### src/hdl/fwg_pkg.sv
// Constants and encodings shared by the flash write guard files
package fwg_pkg;
   localparam int          ADDR_W          = 13;
   localparam int          PAGE_LSB        = 9;
   localparam logic [7:0]  CTL_OFFSET      = 8'h8F;
   localparam logic [7:0]  KEY_OFFSET      = 8'hB7;
   localparam logic [7:0]  CTL_RESET       = 8'h00;
   localparam logic [7:0]  KEY_RESET       = 8'h00;
   localparam int          CTL_WE_BIT      = 0;
   localparam int          CTL_EE_BIT      = 1;
   localparam logic [7:0]  KEY_FIRST       = 8'hA5;
   localparam logic [7:0]  KEY_SECOND      = 8'hF1;
   localparam logic [7:0]  LOCK_ERASED     = 8'hFF;
   localparam logic [12:0] LOCK_BYTE_ADDR  = 13'h1DFF;
   localparam logic [1:0]  KEY_CODE_LOCKED = 2'b00;
   localparam logic [1:0]  KEY_CODE_FIRST  = 2'b01;
   localparam logic [1:0]  KEY_CODE_OPEN   = 2'b10;
   localparam logic [1:0]  KEY_CODE_DEAD   = 2'b11;

   // Requests from the core
   localparam logic        CPU_READ        = 1'b0;
   localparam logic        CPU_WRITE       = 1'b1;

   // Requests from the debug port
   localparam logic [1:0]  DBG_READ        = 2'b00;
   localparam logic [1:0]  DBG_WRITE       = 2'b01;
   localparam logic [1:0]  DBG_PAGE_ERASE  = 2'b10;
   localparam logic [1:0]  DBG_DEV_ERASE   = 2'b11;

   // Commands towards the flash array
   localparam logic [1:0]  CMD_READ        = 2'b00;
   localparam logic [1:0]  CMD_PROGRAM     = 2'b01;
   localparam logic [1:0]  CMD_PAGE_ERASE  = 2'b10;
   localparam logic [1:0]  CMD_DEV_ERASE   = 2'b11;

   // Access verdicts
   localparam logic [1:0]  V_PERMIT        = 2'b00;
   localparam logic [1:0]  V_REFUSE        = 2'b01;
   localparam logic [1:0]  V_ERROR         = 2'b10;

   typedef enum logic [3:0] {
      FWG_KEY_LOCKED = 4'b0001,
      FWG_KEY_FIRST  = 4'b0010,
      FWG_KEY_OPEN   = 4'b0100,
      FWG_KEY_DEAD   = 4'b1000
   } fwg_key_t;
endpackage

### src/hdl/fwg_guard.sv
// Flash write guard: store control, key, page lock and access arbitration
// Function
// - Writes need write enable; erases need both enables
// - Lock byte complement counts locked pages from zero
// - Lock byte page locked when any lock bit zero
// - Unlocked ordinary pages open to every requester
// - Locked pages: debug refused, unlocked firmware errors
// - Locked lock page: same treatment as locked pages
// - Lock byte read guarded like locked lock page
// - Unlocked lock page: debug erase ok, firmware errors
// - Locked lock page erasable only by device erase
// - Changing written lock byte refused or errors
// - Reserved area: debug refused, firmware errors
// - Error reset pulses; error flag then reads one
// - Debug violations ignored without reset
// - Written lock byte frozen except device erase
// - Lock value takes effect only after reset
// - Upper six control bits read zero
// - Both enables: data move write erases page
// - Write enable steers data move write to flash
// - Key sequence A5 then F1 arms flash
// - Arming ends after each completed firmware write or erase
// - Wrong key or unarmed attempt disables until reset
// - Key register reads lock state code
// - Program clears bits; only erase sets them
`timescale 1ns/1ps
`default_nettype none
module fwg_guard (
   input  wire logic        core_clk,
   input  wire logic        rst,
   input  wire logic        por,
   input  wire logic [7:0]  lock_byte_in,
   input  wire logic [7:0]  sfr_addr,
   input  wire logic        sfr_wr,
   input  wire logic [7:0]  sfr_wdata,
   output logic      [7:0]  sfr_rdata,
   input  wire logic        cpu_req,
   input  wire logic        cpu_op,
   input  wire logic [12:0] cpu_addr,
   input  wire logic [7:0]  cpu_wdata,
   input  wire logic [12:0] cpu_pc,
   input  wire logic        dbg_req,
   input  wire logic [1:0]  dbg_op,
   input  wire logic [12:0] dbg_addr,
   input  wire logic [7:0]  dbg_wdata,
   input  wire logic        flash_done,
   output logic             busy,
   output logic             cmd_valid,
   output logic      [1:0]  cmd_op,
   output logic      [12:0] cmd_addr,
   output logic      [7:0]  cmd_wdata,
   output logic             dbg_refused,
   output logic             err_reset,
   output logic             flash_error_flag
);
   logic [7:0]  lock_byte;
   logic        lock_loaded;
   logic [1:0]  store_ctl;
   logic        key_open;
   logic [1:0]  key_code;
   logic        key_wr;
   logic        cpu_flash;
   logic [1:0]  cpu_kind;
   logic        cpu_try;
   logic [1:0]  cpu_verdict;
   logic [1:0]  dbg_verdict;
   logic        any_locked;
   logic        take_cpu;
   logic        take_dbg;
   logic        op_done;

   // True when a page sits inside the locked region
   function automatic logic page_locked(input logic [12:0] addr, input logic [7:0] lock);
      logic [3:0] page;
      logic [3:0] lock_page;
      logic [7:0] count;
      page      = addr[12:fwg_pkg::PAGE_LSB];
      lock_page = fwg_pkg::LOCK_BYTE_ADDR[12:fwg_pkg::PAGE_LSB];
      count     = ~lock;
      page_locked = ({4'h0, page} < count) ||
                    ((page == lock_page) && (lock != fwg_pkg::LOCK_ERASED));
   endfunction

   // Verdict for one access; dbg selects debug treatment, fw_lck firmware on locked page
   function automatic logic [1:0] judge(input logic [12:0] addr, input logic [1:0] kind,
                                        input logic dbg, input logic fw_lck,
                                        input logic [7:0] lock);
      logic restricted;
      logic lock_pg;
      logic locked_any;
      logic [1:0] deny;
      locked_any = (lock != fwg_pkg::LOCK_ERASED);
      lock_pg    = addr[12:fwg_pkg::PAGE_LSB] ==
                   fwg_pkg::LOCK_BYTE_ADDR[12:fwg_pkg::PAGE_LSB];
      deny       = dbg ? fwg_pkg::V_REFUSE : fwg_pkg::V_ERROR;
      restricted = page_locked(addr, lock);
      if (kind == fwg_pkg::CMD_DEV_ERASE) begin
         judge = fwg_pkg::V_PERMIT;
      end else if (addr > fwg_pkg::LOCK_BYTE_ADDR) begin
         judge = deny;
      end else if ((kind == fwg_pkg::CMD_PAGE_ERASE) && lock_pg) begin
         judge = (dbg && !locked_any) ? fwg_pkg::V_PERMIT : deny;
      end else if ((kind == fwg_pkg::CMD_PROGRAM) && (addr == fwg_pkg::LOCK_BYTE_ADDR)
                   && locked_any) begin
         judge = deny;
      end else if (restricted) begin
         judge = (!dbg && fw_lck) ? fwg_pkg::V_PERMIT : deny;
      end else begin
         judge = fwg_pkg::V_PERMIT;
      end
   endfunction

   // Lock byte is caught once after reset release; later flash writes do not reach it
   always_ff @(posedge core_clk) begin
      if (rst) begin
         lock_loaded <= 1'b0;
         lock_byte   <= fwg_pkg::LOCK_ERASED;
      end else if (!lock_loaded) begin
         lock_loaded <= 1'b1;
         lock_byte   <= lock_byte_in;
      end
   end

   assign any_locked = (lock_byte != fwg_pkg::LOCK_ERASED);

   // Store control register
   always_ff @(posedge core_clk) begin
      if (rst) begin
         store_ctl <= fwg_pkg::CTL_RESET[1:0];
      end else if (sfr_wr && (sfr_addr == fwg_pkg::CTL_OFFSET)) begin
         store_ctl <= sfr_wdata[1:0];
      end
   end

   // Read data for the two registers, other addresses read zero
   always_ff @(posedge core_clk) begin
      if (rst) begin
         sfr_rdata <= 8'h00;
      end else if (sfr_addr == fwg_pkg::CTL_OFFSET) begin
         sfr_rdata <= {6'b00_0000, store_ctl};
      end else if (sfr_addr == fwg_pkg::KEY_OFFSET) begin
         sfr_rdata <= {6'b00_0000, key_code};
      end else begin
         sfr_rdata <= 8'h00;
      end
   end

   assign key_wr = sfr_wr && (sfr_addr == fwg_pkg::KEY_OFFSET);

   // Data move writes only target flash while write enable is set
   always_comb begin
      cpu_flash = (cpu_op == fwg_pkg::CPU_READ) || store_ctl[fwg_pkg::CTL_WE_BIT];
      if (cpu_op == fwg_pkg::CPU_READ) begin
         cpu_kind = fwg_pkg::CMD_READ;
      end else if (store_ctl[fwg_pkg::CTL_EE_BIT]) begin
         cpu_kind = fwg_pkg::CMD_PAGE_ERASE;
      end else begin
         cpu_kind = fwg_pkg::CMD_PROGRAM;
      end
   end

   assign cpu_verdict = judge(cpu_addr, cpu_kind, 1'b0,
                              page_locked(cpu_pc, lock_byte), lock_byte);
   assign dbg_verdict = judge(dbg_addr, dbg_op, 1'b1, 1'b0, lock_byte);

   // Core has priority; a waiting requester keeps its request up
   // Nothing is judged before the lock value is loaded, so early requests just wait
   assign take_cpu = cpu_req && cpu_flash && !busy && lock_loaded && !err_reset;
   assign take_dbg = dbg_req && !cpu_req && !busy && lock_loaded && !err_reset;
   assign cpu_try  = take_cpu && (cpu_op == fwg_pkg::CPU_WRITE) &&
                     (cpu_verdict == fwg_pkg::V_PERMIT);

   fwg_key_seq u_key (
      .core_clk  (core_clk),
      .rst       (rst),
      .key_wr    (key_wr),
      .key_wdata (sfr_wdata),
      .op_try    (cpu_try),
      .op_done   (op_done),
      .key_open  (key_open),
      .key_code  (key_code)
   );

   // Firmware write or erase in flight clears arming at completion
   logic fw_mod;
   always_ff @(posedge core_clk) begin
      if (rst) begin
         fw_mod <= 1'b0;
      end else if (cpu_try && key_open) begin
         fw_mod <= 1'b1;
      end else if (flash_done) begin
         fw_mod <= 1'b0;
      end
   end
   assign op_done = fw_mod && flash_done;

   // Flash command issue; page erase sets bytes to FF, program only clears bits
   always_ff @(posedge core_clk) begin
      if (rst) begin
         busy      <= 1'b0;
         cmd_valid <= 1'b0;
         cmd_op    <= fwg_pkg::CMD_READ;
         cmd_addr  <= 13'h0000;
         cmd_wdata <= 8'h00;
      end else begin
         cmd_valid <= 1'b0;
         if (busy && flash_done) begin
            busy <= 1'b0;
         end
         if (take_cpu && (cpu_verdict == fwg_pkg::V_PERMIT) &&
             ((cpu_op == fwg_pkg::CPU_READ) || key_open)) begin
            busy      <= 1'b1;
            cmd_valid <= 1'b1;
            cmd_op    <= cpu_kind;
            cmd_addr  <= cpu_addr;
            cmd_wdata <= cpu_wdata;
         end else if (take_dbg && (dbg_verdict == fwg_pkg::V_PERMIT)) begin
            busy      <= 1'b1;
            cmd_valid <= 1'b1;
            cmd_op    <= dbg_op;
            cmd_addr  <= dbg_addr;
            cmd_wdata <= dbg_wdata;
         end
      end
   end

   // Violations: core forces a reset, debug is just dropped
   always_ff @(posedge core_clk) begin
      if (rst) begin
         err_reset   <= 1'b0;
         dbg_refused <= 1'b0;
      end else begin
         err_reset   <= take_cpu && (cpu_verdict == fwg_pkg::V_ERROR);
         dbg_refused <= take_dbg && (dbg_verdict == fwg_pkg::V_REFUSE);
      end
   end

   // Survives the device reset it causes; only power-on clears it
   always_ff @(posedge core_clk) begin
      if (por) begin
         flash_error_flag <= 1'b0;
      end else if (err_reset) begin
         flash_error_flag <= 1'b1;
      end
   end
endmodule // fwg_guard
`default_nettype wire

### src/hdl/fwg_key_seq.sv
// Two-code key sequence that arms one flash program or erase
`timescale 1ns/1ps
`default_nettype none
module fwg_key_seq (
   input  wire logic       core_clk,
   input  wire logic       rst,
   input  wire logic       key_wr,
   input  wire logic [7:0] key_wdata,
   input  wire logic       op_try,
   input  wire logic       op_done,
   output logic            key_open,
   output logic [1:0]      key_code
);
   fwg_pkg::fwg_key_t state;
   fwg_pkg::fwg_key_t next_state;

   always_comb begin
      next_state = state;
      unique case (state)
         fwg_pkg::FWG_KEY_LOCKED: begin
            if (key_wr) begin
               next_state = (key_wdata == fwg_pkg::KEY_FIRST) ? fwg_pkg::FWG_KEY_FIRST
                                                            : fwg_pkg::FWG_KEY_DEAD;
            end else if (op_try) begin
               next_state = fwg_pkg::FWG_KEY_DEAD;
            end
         end
         fwg_pkg::FWG_KEY_FIRST: begin
            if (key_wr) begin
               next_state = (key_wdata == fwg_pkg::KEY_SECOND) ? fwg_pkg::FWG_KEY_OPEN
                                                             : fwg_pkg::FWG_KEY_DEAD;
            end else if (op_try) begin
               next_state = fwg_pkg::FWG_KEY_DEAD;
            end
         end
         fwg_pkg::FWG_KEY_OPEN: begin
            if (key_wr) begin
               next_state = fwg_pkg::FWG_KEY_DEAD;
            end else if (op_done) begin
               next_state = fwg_pkg::FWG_KEY_LOCKED;
            end
         end
         fwg_pkg::FWG_KEY_DEAD: next_state = fwg_pkg::FWG_KEY_DEAD;
         default:               next_state = fwg_pkg::FWG_KEY_DEAD;
      endcase
   end

   always_ff @(posedge core_clk) begin
      if (rst) begin
         state <= fwg_pkg::FWG_KEY_LOCKED;
      end else begin
         state <= next_state;
      end
   end

   always_ff @(posedge core_clk) begin
      if (rst) begin
         key_open <= 1'b0;
         key_code <= fwg_pkg::KEY_CODE_LOCKED;
      end else begin
         key_open <= (next_state == fwg_pkg::FWG_KEY_OPEN);
         unique case (next_state)
            fwg_pkg::FWG_KEY_LOCKED: key_code <= fwg_pkg::KEY_CODE_LOCKED;
            fwg_pkg::FWG_KEY_FIRST:  key_code <= fwg_pkg::KEY_CODE_FIRST;
            fwg_pkg::FWG_KEY_OPEN:   key_code <= fwg_pkg::KEY_CODE_OPEN;
            default:                 key_code <= fwg_pkg::KEY_CODE_DEAD;
         endcase
      end
   end
endmodule // fwg_key_seq
`default_nettype wire

### config.mk
export PLATFORM = sky130hd
export DESIGN_NAME = fwg_guard
export DESIGN_NICKNAME = d
export VERILOG_FILES = /design/src/hdl/fwg_pkg.sv /design/src/hdl/fwg_guard.sv /design/src/hdl/fwg_key_seq.sv
export SDC_FILE = /design/constraint.sdc
export NUM_CORES = 1
export LEC_CHECK = 0
export ABC_AREA = 1
export BUFFER_PORTS_ARGS = -buffer_cell sky130_fd_sc_hd__buf_2
export CORE_ASPECT_RATIO = 2
export CORE_UTILIZATION = 45
export CTS_BUF_LIST = sky130_fd_sc_hd__clkbuf_2
export DETAILED_ROUTE_END_ITERATION = 10
export HOLD_SLACK_MARGIN = 0.08
export MAX_ROUTING_LAYER = met4
export PLACE_DENSITY = 0.77
export REMOVE_ABC_BUFFERS = 1
export SLEW_MARGIN = 20
export SYNTH_ARGS = -nofsm -noshare
export SYNTH_HDL_FRONTEND = slang
export SYNTH_SLANG_ARGS = --single-unit
### constraint.sdc
create_clock -name core_clk -period 1.5 [get_ports core_clk]
set_input_delay 0.075 -clock core_clk [delete_from_list [all_inputs] [get_ports core_clk]]
set_output_delay 0.075 -clock core_clk [all_outputs]
set_load 0.02 [all_outputs]
# Yosys cells after proc, flatten, opt, wreduce, memory -nomap -nowiden
# Index checks and enable logic that the tools add are counted.
totals:
  reg_bits: 55
  output_inout_bits: 36
classes:
  n_mux: 39
  order_cmp: 5
  n_eq_ne: 24
  reduce_logical: 43
  n_bitwise: 2
ops:
  columns: ["cell", "n"]
  rows:
  - ["== test 8 bit (second input constant)", 4]
  - ["logical AND 1 bit", 29]
  - ["2-to-1 mux 4 bit", 7]
  - ["== test 13 bit (second input constant)", 2]
  - ["> comparator 13 bit (second input constant)", 2]
  - ["2-to-1 mux 13 bit", 2]
  - ["less-than comparator 4 x 8 -> 1 bit", 3]
  - ["2-to-1 mux 2 bit", 12]
  - ["2-to-1 mux 8 bit", 2]
  - ["2-to-1 mux 1 bit", 14]
  - ["== test 4 bit (second input constant)", 3]
  - ["one-hot mux 4 bit (3 select lines)", 1]
  - ["== test 2 bit (second input constant)", 5]
  - ["== test 4 x 1 -> 1 bit (second input constant)", 2]
  - ["== test 4 x 2 -> 1 bit (second input constant)", 2]
  - ["== test 4 x 3 -> 1 bit (second input constant)", 2]
  - ["!= test 8 bit (second input constant)", 1]
  - ["NOT 8 bit", 1]
  - ["== test 2 x 1 -> 1 bit (second input constant)", 3]
  - ["one-hot mux 2 bit (3 select lines)", 1]
  - ["logical OR 1 bit", 5]
  - ["zero test 2 bit", 2]
  - ["nonzero test 2 bit", 2]
  - ["zero test 1 bit", 3]
  - ["3 further kinds", 3]

# Logic depth before layout (Yosys ltp)
depth:
  depth_word: 16
  ltp_mapped: 13
  ltp_nobuf: 13

# Cells and area by module
# From an unflattened synthesis, not the netlist that was laid out.
unflattened:
  hier_cells: 482
  area_unflattened_um2: 3106.7
modules_own_cells:
  columns: ["module", "cells_each", "instances", "area_each_um2"]
  rows:
  - ["fwg_guard", 422, 1, 2713.9]
  - ["fwg_key_seq", 60, 1, 392.9]

# Worst setup path before layout
# OpenSTA, ideal clock, no wires.
synth_path:
  path_type: "reg-to-reg"
  startpoint: "register lock_byte[3]"
  endpoint: "register cmd_addr[10]"
  required_ps: 1385
  setup_ps: 115
  slack_ps: -191
  period_less_slack_ps: 1691
  arrival_ps: 1576
  path_stages_with_launch: 11
  cell_sequence: "dfxtp_1 > ha_1 > a21oi_1 > a21oi_4 > nand2_2 > nand4_4 > nand2_4 > inv_4 > buf_6 > nor2_1 > nor2_1"
synth_via:
  elab_chain_cells: 13
  elab_cells_between_ends: 32
synth_lines:
  columns: ["item", "line_no", "rtl"]
  rows:
  - ["start: declaration", "fwg_guard.sv:56", "logic [7:0] lock_byte;"]
  - ["start signal: assignment", "fwg_guard.sv:117", "lock_byte <= fwg_pkg::LOCK_ERASED;"]
  - ["start signal: assignment", "fwg_guard.sv:120", "lock_byte <= lock_byte_in;"]
  - ["NOT 8 bit / != test 8 bit (equally long branches)", "fwg_guard.sv:79, fwg_guard.sv:81, fwg_guard.sv:92", null]
  - ["less-than comparator 4 x 8 -> 1 bit / logical AND 1 bit (equally long branches)", "fwg_guard.sv:80, fwg_guard.sv:81", null]
  - ["logical OR 1 bit", "fwg_guard.sv:80", "page_locked = ({4'h0, page} < count) ||"]
  - ["2-to-1 mux 2 bit", "fwg_guard.sv:107", "judge = (!dbg && fw_lck) ? fwg_pkg::V_PERMIT : deny;"]
  - ["2-to-1 mux 2 bit", "fwg_guard.sv:106", "end else if (restricted) begin"]
  - ["2-to-1 mux 2 bit", "fwg_guard.sv:103", "end else if ((kind == fwg_pkg::CMD_PROGRAM) && (addr == fwg_pkg::LOCK_BYTE_ADDR)"]
  - ["2-to-1 mux 2 bit", "fwg_guard.sv:101", "end else if ((kind == fwg_pkg::CMD_PAGE_ERASE) && lock_pg) begin"]
  - ["2-to-1 mux 2 bit", "fwg_guard.sv:99", "end else if (addr > fwg_pkg::LOCK_BYTE_ADDR) begin"]
  - ["2-to-1 mux 2 bit", "fwg_guard.sv:97", "if (kind == fwg_pkg::CMD_DEV_ERASE) begin"]
  - ["zero test 2 bit", "fwg_guard.sv:210", "if (take_cpu && (cpu_verdict == fwg_pkg::V_PERMIT) &&"]
  - ["logical AND 1 bit (2 in a row)", "fwg_guard.sv:210", null]
  - ["2-to-1 mux 13 bit / nonzero test 2 bit (equally long branches)", null, null]
  - ["end signal: assignment", "fwg_guard.sv:215", "cmd_addr <= cpu_addr;"]
  - ["end signal: assignment", "fwg_guard.sv:221", "cmd_addr <= dbg_addr;"]
  - ["end: declaration", "fwg_guard.sv:50", "output logic [12:0] cmd_addr,"]
# Parallel ways exist; a longest one is shown, timed or not.
# A chain may end at the register's enable or synchronous reset.

# Worst setup path in the final report
layout_path:
  startpoint: "register lock_byte[1]"
  endpoint: "register cmd_addr[5]"
# Same word-level chain as after synthesis.

==> results.json <==
{
  "synth_cell_types": 36,
  "cts_tree": "built",
  "r2r-end": "cmd_addr[5]$_SDFFE_PP0P_",
  "synth_top_family_by_area": "simple AND/OR/NAND/NOR gates",
  "r2r_start": "lock_byte[1]$_SDFFE_PP1N_",
  "clock_sinks": 49,
  "violations": "setup timing",
  "numCtsBuffers": 5,
  "gp_congestion": 0.950,
  "timing.final.ws_setup_ps": -568,
  "syn_avg_cell_area_um2": 6.88,
  "crit_path_end_kind": "register",
  "antenna_found_initial": 0,
  "ys_seq_elements": 49,
  "track_usage_pct": 30.2,
  "start_util_pct": 47.1,
  "pin_count": 125,
  "syn_inst": 418,
  "max_freq_mhz": 484,
  "startpoint": "lock_byte[1]$_SDFFE_PP1N_",
  "ff2ff_setup_slack_ps": -570,
  "cp.depth": 15,
  "synth-compound-area-share_pct": 11.8,
  "mostFrequentLayoutCell": "nand2_1",
  "postLayoutCoreUtil_pct": 77.2,
  "finClkSkew_ps": 13.8,
  "synth-simple-area-share_pct": 38.6,
  "die_w_um": 58.5,
  "hpwl_um": 6010,
  "fillCellCount": 440,
  "worstHoldPathType": "in -> reg",
  "routed_wl_um": 10600,
  "maxSlewViolCount": 0,
  "path_buf_inv": 5,
  "htreeDepth": 2,
  "synthMuxAreaShare_pct": 0,
  "crit_chain": "buf_4, nand2_2, inv_1, nand2_1, nand2_1, nand2_2, a21oi_4, buf_6, a21oi_4, buf_12, clkbuf_16, nand4_1, nand2_1, nor2_1, nor2_1",
  "crit_fanout": 5,
  "grt_pass1_wl_um": 15000,
  "worst_pin_slew_ps": 516,
  "yosys-top-cells-area": "dfxtp_1, nand2_1, nor2_1",
  "setup_viol": 32,
  "cts_root_buf": "clkbuf_2",
  "grt_start_max_net_pins": 32,
  "synth.top_cell.area_share_pct": 34.1,
  "synth-xor-area-share_pct": 0,
  "wire_per_inst_um": 15.0,
  "layout-drive-gt1-share_pct": 32.3,
  "maxCapViolations": 0,
  "first_pass_iters": 6,
  "chipHeight_um": 115,
  "grt_overflow_total": 0,
  "outcome": "complete, but fails checks",
  "layout_common_cells": "nand2_1, buf_2, dlygate4sd3_1",
  "num_antenna_cells": 0,
  "pwr_density_cell_nw_per_um2": 656,
  "clkLatencyLatePin_ps": 430,
  "rr_worst_depth": 15,
  "fin_crit_sh_pct": 138,
  "antenna_left": 0,
  "rows": 40,
  "ir_drop_uv": 698,
  "fin_nets": 721,
  "rsz0062_at_grt": "yes",
  "die_area_um2": 6730,
  "placed_area_um2": 3620,
  "synth_warnings": 0,
  "drc": 0,
  "hold_viol": 0,
  "synth_area_um2": 2880,
  "synth_edf_count": 0,
  "p_leak_uw": 0.00250,
  "slowest_delay_ps": 450,
  "crit_required_ps": 1840,
  "crit_top_cell": "nand2_1",
  "cts.reportedPaths.clkPinSlew_ps": 220,
  "core_area_um2": 6110,
  "yosys.area_share.adder_pct": 3.92,
  "clock_path_buffers": 2,
  "area_growth_pct": 64.0,
  "synth-async-reset-ratio_pct": 0,
  "critPathTopFamily": "simple AND/OR/NAND/NOR gates",
  "slew_headroom_pct": 65.6,
  "fin_area_um2": 4710,
  "critical_path_arrival_ps": 2410,
  "grt_pass1_vias": 3374,
  "port_buffers": 109,
  "startpoint_type": "register",
  "cp_slowest_cell": "dfxtp_4",
  "routed_via_density": 5.23,
  "synth-main-ff-cell": "dfxtp_1",
  "yosysSeqAreaShare_pct": 34.1,
  "synth_top_area_cell": "dfxtp_1",
  "via_count": 3691,
  "worstSetupEndpoint": "cmd_addr[5]$_SDFFE_PP0P_",
  "drt_iter0_markers": 388,
  "critical_path_class": "reg -> reg",
  "post-place-ws_ps": -367,
  "fin_crit_ps": 2070
}
synth_stat cells (2+ instances only):
| library cell | number |
|---|---|
| nand2_1 | 122 |
| nor2_1 | 54 |
| dfxtp_1 | 49 |
| inv_1 | 36 |
| nand4_1 | 26 |
| nand3_1 | 22 |
| o21bai_1 | 21 |
| a21oi_1 | 16 |
| buf_4 | 9 |
| ha_1 | 9 |
| clkbuf_1 | 7 |
| buf_6 | 6 |
| o21ai_0 | 6 |
| nand2_2 | 3 |
| nand3b_1 | 3 |
| nor3_1 | 3 |
| nor4_1 | 3 |
| a21oi_2 | 2 |
| a21oi_4 | 2 |
| inv_4 | 2 |
| nor3_2 | 2 |
per-stage QoR:
step	hold WS [ps]	cells	power [uW]	setup TNS (ps)
final	134	706	3090	-11310
after global routing	122	706	3240	-15630
after CTS	99.6	702	2980	-9170
after detailed placement	240	618	2290	-9570
after global placement	236	618	2270	-8780
after floorplan	137	399	1920	-10660
power breakdown:
| group | total, uW | switching (uW) | internal (uW) |
|---|---|---|---|
| Combinational | 1150 | 583 | 565 |
| Sequential | 1450 | 60.7 | 1390 |
| Clock | 492 | 398 | 94.9 |
registers in the layout (all words and copies together), names as in the netlist, 2 cells and up:
| signal | cells |
|---|---|
| lock_byte | 8 |
| cmd_addr | 13 |
| cmd_wdata | 8 |
| store_ctl | 2 |
| u_key.state | 4 |
| cmd_op | 2 |
| sfr_rdata | 2 |
| u_key.key_code | 2 |
tightest hold or removal path, delay by kind of cell:
family | cells | cell delay [ps]
and+or+nand+nor | 4 | 240
buffers and inverters | 2 | 220
repair_timing:
action	in CTS	in global routing
cloned	2	2
hold endpoints to repair	46	0
endpoints found under the setup margin	33	37
hold buffers	71	0
gates resized for setup	18	33
setup buffers	5	3
pin swaps	1	13
cells by family after synthesis:
family	after synthesis
AND/OR/NAND/NOR	245
other	1
buffers and inverters	64
adder cells (fa/ha/maj)	9
flip-flops	49
AO/OA/AOI/OAI	50
layer usage:
metal  wire, um  global-route usage, %
met2       5700                   55.6
met3        648                   4.39
met4        665                   18.6
met5          0                      -
met1       3590                   28.3
worst min-delay path by stage:
stage | from | end | slack [ps] | cells after the start
2_1_floorplan | rst | busy$_SDFFE_PP0P_ | 140 | 1
3_3_place_gp | por | flash_error_flag$_SDFFE_PP0P_ | 240 | 2
3_5_place_dp | por | flash_error_flag$_SDFFE_PP0P_ | 240 | 2
4_1_cts | cpu_addr[11] | cmd_addr[11]$_SDFFE_PP0P_ | 100 | 6
5_1_grt | cpu_addr[11] | cmd_addr[11]$_SDFFE_PP0P_ | 120 | 6
6_report | cpu_addr[11] | cmd_addr[11]$_SDFFE_PP0P_ | 130 | 6
area by class of cell:
cell class / count / area (um^2) / area share [%]
clock buffers: 5 / 25.0 / 0.531
repair buffers: 217 / 1700 / 36.0
clock inverters: 1 / 5.00 / 0.106
well taps: 84 / 105 / 2.23
multi-input cells: 310 / 1730 / 36.7
inverters: 40 / 161 / 3.42
flip-flops and latches: 49 / 991 / 21.0
(Power assumes the default switching activity.)
